--- config.mk ---
export PLATFORM = sky130hd
export DESIGN_NAME = pfr_load
export DESIGN_NICKNAME = d
export VERILOG_FILES = /design/src/rtl/pfr_pkg.sv /design/src/rtl/pfr_load.sv /design/src/rtl/pfr_sync.sv
export SDC_FILE = /design/constraint.sdc
export NUM_CORES = 1
export LEC_CHECK = 0
export ABC_AREA = 1
export CORE_MARGIN = 2
export CORE_UTILIZATION = 53
export CTS_CLUSTER_SIZE = 30
export DETAILED_ROUTE_END_ITERATION = 7
export DONT_BUFFER_PORTS = 1
export HOLD_SLACK_MARGIN = 0.12
export PLACE_DENSITY = 0.71
export SETUP_SLACK_MARGIN = 0.3
export SYNTH_ARGS = -nofsm -noshare
export SYNTH_HDL_FRONTEND = slang
export SYNTH_SLANG_ARGS = --single-unit
--- constraint.sdc ---
create_clock -name ref_clk -period 2.1 [get_ports ref_clk]
set_input_delay 0.42 -clock ref_clk [delete_from_list [all_inputs] [get_ports ref_clk]]
set_output_delay 0.42 -clock ref_clk [all_outputs]
set_load 0.02 [all_outputs]
--- src/rtl/pfr_pkg.sv ---
// pfr_pkg: constants and types for the fraction register load block
// assumes a 32-bit programming word, control bits in the low nibble
`default_nettype none
package pfr_pkg;
  localparam int unsigned WORD_W   = 32;
  localparam int unsigned SEL_W    = 4;
  localparam int unsigned MAIN_W   = 24;
  localparam int unsigned MAIN_LSB = 4;
  localparam int unsigned AUX_W    = 14;
  localparam int unsigned AUX_LSB  = 4;
  localparam logic [3:0] SEL_WORD0    = 4'h0;
  localparam logic [3:0] SEL_MAIN     = 4'h1;
  localparam logic [3:0] SEL_AUX_MOD  = 4'h2;
  localparam logic [3:0] SEL_AUX_FRAC = 4'h3;
  localparam logic [3:0] SEL_WORD4    = 4'h4;
  localparam logic [23:0] MAIN_RST     = 24'h00_0000;
  localparam logic [13:0] AUX_MOD_RST  = 14'h0001;
  localparam logic [13:0] AUX_FRAC_RST = 14'h0000;
  localparam logic [31:0] WORD_RST  = 32'h0000_0000;

  typedef struct packed {
    logic [23:0] main_fraction_numerator;
    logic [13:0] auxiliary_modulus;
    logic [13:0] auxiliary_fraction_numerator;
  } pfr_frac_t;

  typedef enum logic [1:0] {
    PFR_IDLE  = 2'b00,
    PFR_SHIFT = 2'b01,
    PFR_LATCH = 2'b11
  } pfr_state_t;
endpackage
`default_nettype wire

--- src/rtl/pfr_load.sv ---
// pfr_load: three-wire serial word load, select decode, double buffering
// assumes host shifts msb first on rising sclk, then pulses latch high
// Summary of operation
// - select 0001 loads main fraction word
// - main fraction numerator is bits 27..4
// - select 0010 loads auxiliary modulus word
// - auxiliary modulus is bits 17..4
// - auxiliary modulus corrects residual fraction error
// - select 0011 loads auxiliary fraction word
// - auxiliary fraction numerator is bits 17..4
// - select 0100 loads register four
// - staged fields apply on word0 write
`default_nettype none
module pfr_load (
  // clock and reset
  input  wire logic         ref_clk,
  input  wire logic         resetn,
  // serial pins
  input  wire logic         ser_clk,
  input  wire logic         ser_data,
  input  wire logic         ser_latch,
  // effective fraction settings, raw word0/word4, load strobe and status flag
  output pfr_pkg::pfr_frac_t frac_active,
  output logic [31:0]       word0,
  output logic [31:0]       word4,
  output logic              word_strobe,
  output logic              aux_frac_ok
);
  logic clk_s;
  logic dat_s;
  logic le_s;
  // every pin passes two flops; pins must hold one period to be seen
  pfr_sync u_sclk (
    .ref_clk  (ref_clk),
    .resetn   (resetn),
    .pin_in   (ser_clk),
    .pin_sync (clk_s)
  );
  pfr_sync u_sdat (
    .ref_clk  (ref_clk),
    .resetn   (resetn),
    .pin_in   (ser_data),
    .pin_sync (dat_s)
  );
  pfr_sync u_sle (
    .ref_clk  (ref_clk),
    .resetn   (resetn),
    .pin_in   (ser_latch),
    .pin_sync (le_s)
  );

  logic                clk_d_r;
  logic                le_d_r;
  logic [31:0]         shift_r;
  logic [31:0]         shift_nxt;
  pfr_pkg::pfr_state_t state_r;
  pfr_pkg::pfr_state_t state_nxt;
  pfr_pkg::pfr_frac_t  stage_r;
  pfr_pkg::pfr_frac_t  stage_nxt;
  pfr_pkg::pfr_frac_t  active_r;
  pfr_pkg::pfr_frac_t  active_nxt;
  logic [31:0]         word0_r;
  logic [31:0]         word0_nxt;
  logic [31:0]         word4_r;
  logic [31:0]         word4_nxt;
  logic                strobe_r;
  logic                strobe_nxt;
  logic                ok_r;
  logic                ok_nxt;
  logic                rise;
  logic                latch_rise;
  logic [3:0]          sel;

  assign rise       = clk_s & ~clk_d_r;
  assign latch_rise = le_s & ~le_d_r;
  assign sel        = shift_r[pfr_pkg::SEL_W-1:0];

  always_comb begin
    state_nxt  = state_r;
    shift_nxt  = shift_r;
    stage_nxt  = stage_r;
    active_nxt = active_r;
    word0_nxt  = word0_r;
    word4_nxt  = word4_r;
    strobe_nxt = 1'b0;
    unique case (state_r)
      pfr_pkg::PFR_IDLE: begin
        if (rise) begin
          shift_nxt = {shift_r[30:0], dat_s};
          state_nxt = pfr_pkg::PFR_SHIFT;
        end
      end
      pfr_pkg::PFR_SHIFT: begin
        if (latch_rise) begin
          state_nxt = pfr_pkg::PFR_LATCH;
        end else if (rise) begin
          shift_nxt = {shift_r[30:0], dat_s};
        end
      end
      pfr_pkg::PFR_LATCH: begin
        state_nxt  = pfr_pkg::PFR_IDLE;
        strobe_nxt = 1'b1;
        // decode only the low nibble; upper bits are don't-care here
        unique case (sel)
          pfr_pkg::SEL_WORD0: begin
            word0_nxt  = shift_r;
            active_nxt = stage_r;
          end
          pfr_pkg::SEL_MAIN: begin
            stage_nxt.main_fraction_numerator =
              shift_r[pfr_pkg::MAIN_LSB +: pfr_pkg::MAIN_W];
          end
          pfr_pkg::SEL_AUX_MOD: begin
            stage_nxt.auxiliary_modulus = shift_r[pfr_pkg::AUX_LSB +: pfr_pkg::AUX_W];
          end
          pfr_pkg::SEL_AUX_FRAC: begin
            stage_nxt.auxiliary_fraction_numerator =
              shift_r[pfr_pkg::AUX_LSB +: pfr_pkg::AUX_W];
          end
          pfr_pkg::SEL_WORD4: begin
            word4_nxt = shift_r;
          end
          default: begin
          end
        endcase
      end
      default: state_nxt = pfr_pkg::PFR_IDLE;
    endcase
    // modulus feeds residual correction; flag if host broke the bound
    ok_nxt = active_nxt.auxiliary_fraction_numerator
             < active_nxt.auxiliary_modulus;
  end

  // registers only; edge detectors reset to the idle pin level, so no false edge
  always_ff @(posedge ref_clk) begin
    if (!resetn) begin
      clk_d_r  <= 1'b0;
      le_d_r   <= 1'b0;
      state_r  <= pfr_pkg::PFR_IDLE;
      shift_r  <= pfr_pkg::WORD_RST;
      stage_r  <= '{pfr_pkg::MAIN_RST, pfr_pkg::AUX_MOD_RST, pfr_pkg::AUX_FRAC_RST};
      active_r <= '{pfr_pkg::MAIN_RST, pfr_pkg::AUX_MOD_RST, pfr_pkg::AUX_FRAC_RST};
      word0_r  <= pfr_pkg::WORD_RST;
      word4_r  <= pfr_pkg::WORD_RST;
      strobe_r <= 1'b0;
      ok_r     <= 1'b1;
    end else begin
      clk_d_r  <= clk_s;
      le_d_r   <= le_s;
      state_r  <= state_nxt;
      shift_r  <= shift_nxt;
      stage_r  <= stage_nxt;
      active_r <= active_nxt;
      word0_r  <= word0_nxt;
      word4_r  <= word4_nxt;
      strobe_r <= strobe_nxt;
      ok_r     <= ok_nxt;
    end
  end

  assign frac_active = active_r;
  assign word0       = word0_r;
  assign word4       = word4_r;
  assign word_strobe = strobe_r;
  assign aux_frac_ok = ok_r;
endmodule
`default_nettype wire

--- src/rtl/pfr_sync.sv ---
// pfr_sync: two-flop synchroniser for one pin level
// assumes the pin is asynchronous to ref_clk
`default_nettype none
module pfr_sync (
  // clock and reset
  input  wire logic ref_clk,
  input  wire logic resetn,
  // level
  input  wire logic pin_in,
  output logic      pin_sync
);
  logic meta_r;
  logic sync_r;
  always_ff @(posedge ref_clk) begin
    if (!resetn) begin
      meta_r <= 1'b0;
      sync_r <= 1'b0;
    end else begin
      meta_r <= pin_in;
      sync_r <= meta_r;
    end
  end
  assign pin_sync = sync_r;
endmodule
`default_nettype wire

==> flow_metrics.tcl <==
set metrics [dict create \
    finalHoldViolCount 0 \
    synth_top_flop_cell "sky130_fd_sc_hd__dfxtp_1" \
    worst-setup-path-type "reg -> reg" \
    syn-instance-count 964 \
    share_comb_of_total_power 0.024 \
    finalWirelength_mm 19.1 \
    synth-edff-count 0 \
    combinational_family_with_the_most_area_after_synthesis "simple AND/OR/NAND/NOR gates" \
    reg2reg_from "state_r[1]$_SDFFE_PN0P_" \
    residual_drc 0 \
    power.share.clock 0.490 \
    cts.clk_slew.worst_paths_ps 60 \
    top_signal_layer_used "met4" \
    num_io_pins 123 \
    power_report.internal_total_mw 6.78 \
    fp-row-count 44 \
    cts.htree.levels 1 \
    initial_drt_markers 477 \
    netlist-cell-type-count 28 \
    slew-limit-headroom 0.586 \
    yosys.area_share.simple 0.192 \
    total_switching_power_mw 1.72 \
    overflow 0 \
    dpl-instance-area_mm2 0.00800 \
    slew_worst_pin_ps 621 \
    num-fill-cells 1270 \
    setup_viol 0 \
    leakagePower_nw 3.36 \
    postSynthRegisterBits 212 \
    synth_mux_area_frac 0 \
    hold_path.class "in -> reg" \
    wire_length_of_the_first_global_routing_pass_mm 30.6 \
    fin_crit_ps 2090 \
    seq_power_share 0.486 \
    core-area_mm2 0.0144 \
    drv_cap 0 \
    nets 992 \
    vertical_extent_of_the_die_um 125 \
    swShare 0.203 \
    cts_hold_repair.buffers 19 \
    crit_path_max_fanout 17 \
    track_usage 0.237 \
    power.total_mw 8.50 \
    route.detailed.wl_per_inst_um 16.3 \
    startpoint_class "register" \
    dr_wl_met2_mm 8.54 \
    crit_arrival_ps 2520 \
    fmax_mhz 479 \
    syn_to_final_growth_pct 16.4 \
    synth_xor_area_frac 0 \
    pwr_density_cell_mw_per_mm2 939 \
    terminating_pin_of_the_worst_hold_path "aux_frac_ok$_SDFF_PN1_" \
    cts-root-buf "sky130_fd_sc_hd__clkbuf_16" \
    first_global_vias 5769 \
    area_taken_by_multi_input_logic_gates_mm2 0.00301 \
    antenna_cells 0 \
    fraction_of_registers_with_async_set_reset 0 \
    layout.core_utilization 0.628 \
    critical_path.reg2reg.endpoint "aux_frac_ok$_SDFF_PN1_" \
    drive_gt1_frac 0.100 \
    synth_fp_nets 982 \
    clkLatencyLatePin_ps 510 \
    setup.reg_to_reg.worst_slack_ps 10 \
    detailroute.wirelength.met3_mm 1.45 \
    cts_tree "done" \
    detail_route.vias_per_cell 5.38 \
    hold_wc_startpoint "resetn" \
    detail_route.wirelength.met1_mm 8.74 \
    final-seq-area_mm2 0.00425 \
    end_kind "register" \
    worst-endpoint-required_ps 2530 \
    peakVddDrop_mv 0.648 \
    fp.dieArea_mm2 0.0157 \
    drtAntennaViolNets 0 \
    slew_viol_final 0 \
    clkSinkCount 212 \
    period_share 0.994 \
    drtPass1Iterations 5 \
    cts_setup_buffers 0 \
    synth-warning-count 0 \
    fin_skew_ps 25.1 \
    sequential_to_total_area_share_from_yosys_stat 0.546 \
    grt_max_degree 108 \
    place_congestion 0.809 \
    final_cell_area_mm2 0.00905 \
    io_buffer_count 0 \
    clock_tree.buffer_depth 3 \
    dpl.hpwl_mm 11.9 \
    start_util 0.539 \
    cts-buffers-inserted 22 \
    synth_area_mm2 0.00777 \
    synth_compound_gate_area_share 0.170 \
    r2r.worst_path.cells 16 \
    dieWidth_um 125 \
    timing.hold.worst_path_depth 1 \
    synth-adder-area-share 0.0209 \
    postSynthAreaPerCell_um2 8.07 \
    grt_antenna_before_repair 0 \
    routed-via-count 6306 \
    status "completed" \
    rsz0062_at_grt "yes" \
]
==> cells in the mapped netlist, types with 2 or more instances <==
cell                       count  area (um2)
sky130_fd_sc_hd__a211oi_1      2        15.0
sky130_fd_sc_hd__a211oi_2     12         150
sky130_fd_sc_hd__a21oi_1     126         631
sky130_fd_sc_hd__buf_2        27         135
sky130_fd_sc_hd__buf_4         6        45.0
sky130_fd_sc_hd__buf_6         2        22.5
sky130_fd_sc_hd__clkbuf_1     28         105
sky130_fd_sc_hd__dfxtp_1     212        4240
sky130_fd_sc_hd__ha_1         13         163
sky130_fd_sc_hd__inv_1        63         236
sky130_fd_sc_hd__inv_2         2        7.51
sky130_fd_sc_hd__nand2_1     175         657
sky130_fd_sc_hd__nand3_1      31         155
sky130_fd_sc_hd__nand3_2       3        30.0
sky130_fd_sc_hd__nand4_1       4        25.0
sky130_fd_sc_hd__nor2_1      136         510
sky130_fd_sc_hd__o21ai_0      94         470
sky130_fd_sc_hd__o21ai_1       8        40.0
sky130_fd_sc_hd__or2_0         8        50.1
sky130_fd_sc_hd__or2_2         4        25.0
==> flip-flops by register name, summed over array words and instances (netlist names), 2 cells and up <==
signal       cells
stage_r         52
word4           32
state_r          2
word0           32
frac_active     52
shift_r         32
==> logic make-up (layout without fill, tap and decap cells) <==
logic type / count (synthesis) / in the layout
buffers and inverters: 129 / 154
flip-flops: 212 / 212
adder cells (fa/ha/maj): 13 / 13
AO/OA/AOI/OAI: 244 / 244
AND/OR/NAND/NOR: 366 / 366
==> through the flow <==
| step | hold WS (ps) | TNS, ps | worst slack, ps | std cells |
|---|---|---|---|---|
| floorplan | 390 | 0 | 208 | 964 |
| global placement | 396 | 0 | 61.9 | 1114 |
| detailed placement | 396 | 0 | 4.51 | 1114 |
| CTS | -0.174 | 0 | 29.8 | 1173 |
| global route | 10.9 | -202 | -202 | 1173 |
| finish | 29.1 | 0 | 12.5 | 1173 |
==> worst max-delay path by stage <==
stage                     slack, ps                endpoint  cells after the start                     from
after floorplan                 210  aux_frac_ok$_SDFF_PN1_                     14  shift_r[0]$_SDFFE_PN0P_
after global placement           60  aux_frac_ok$_SDFF_PN1_                     14  state_r[0]$_SDFFE_PN0P_
after detailed placement          5  aux_frac_ok$_SDFF_PN1_                     14  state_r[0]$_SDFFE_PN0P_
after CTS                        30  aux_frac_ok$_SDFF_PN1_                     16  state_r[0]$_SDFFE_PN0P_
after global routing           -200  aux_frac_ok$_SDFF_PN1_                     16  state_r[0]$_SDFFE_PN0P_
final                            10  aux_frac_ok$_SDFF_PN1_                     16  state_r[1]$_SDFFE_PN0P_
==> layout make-up <==
| type | instances | area share |
|---|---|---|
| clock inverters | 7 | 0.0162 |
| flip-flops and latches | 212 | 0.469 |
| multi-input cells | 623 | 0.332 |
| clock buffers | 32 | 0.0716 |
| inverters | 65 | 0.0276 |
| repair buffers | 50 | 0.0582 |
| well taps | 184 | 0.0254 |
==> power groups by stage <==
stage                     clock network (mW)  logic, mW  registers, mW
after detailed placement                   0      0.178           4.22
after floorplan                            0      0.152           4.18
after CTS                               4.25      0.201           4.13
after global placement                     0      0.175           4.22
after global routing                    4.38      0.230           4.13
final                                   4.16      0.204           4.13
==> worst max-delay path, stage by stage, from the launching register on <==
cell	delay [ps]
sky130_fd_sc_hd__dfxtp_1	320
sky130_fd_sc_hd__nand2_2	70
sky130_fd_sc_hd__inv_2	60
sky130_fd_sc_hd__nand3_4	80
sky130_fd_sc_hd__clkinv_4	80
sky130_fd_sc_hd__buf_12	150
sky130_fd_sc_hd__or2_0	190
sky130_fd_sc_hd__inv_1	110
sky130_fd_sc_hd__a21oi_2	50
sky130_fd_sc_hd__ha_1	320
sky130_fd_sc_hd__a21oi_2	130
sky130_fd_sc_hd__nor2_1	70
sky130_fd_sc_hd__a211oi_2	170
sky130_fd_sc_hd__nand2_1	80
sky130_fd_sc_hd__nand2_1	60
sky130_fd_sc_hd__nand2_1	40
sky130_fd_sc_hd__nand2_1	50
==> layer usage <==
| metal | GRT usage | vias up |
|---|---|---|
| met2 | 0.357 | 168 |
| li1 | - | 3154 |
| met4 | 0.0673 | 0 |
| met3 | 0.0608 | 25 |
| met1 | 0.339 | 2959 |
| met5 | 0 | - |
==> what timing repair did <==
action / in CTS / in global routing
endpoints found under the setup margin: 1 / 36
gates resized for setup: 2 / 8
cloned: 1 / 0
pin swaps: 0 / 2
endpoints found under the hold margin: 106 / 82
==> cell usage in the layout (no fill, tap or decap), types with 6 or more instances in the layout <==
cell type	instances
sky130_fd_sc_hd__inv_1	62
sky130_fd_sc_hd__clkbuf_16	22
sky130_fd_sc_hd__o21ai_1	8
sky130_fd_sc_hd__nand3_1	31
sky130_fd_sc_hd__buf_4	23
sky130_fd_sc_hd__buf_12	6
sky130_fd_sc_hd__dfxtp_1	210
sky130_fd_sc_hd__or2_0	8
sky130_fd_sc_hd__nand2_1	174
sky130_fd_sc_hd__a211oi_2	13
sky130_fd_sc_hd__clkbuf_8	6
sky130_fd_sc_hd__nor2_1	134
sky130_fd_sc_hd__dlygate4sd3_1	19
sky130_fd_sc_hd__a21oi_1	124
sky130_fd_sc_hd__o21ai_0	93
sky130_fd_sc_hd__ha_1	13
No activity file was read; power rests on OpenSTA's default activity.
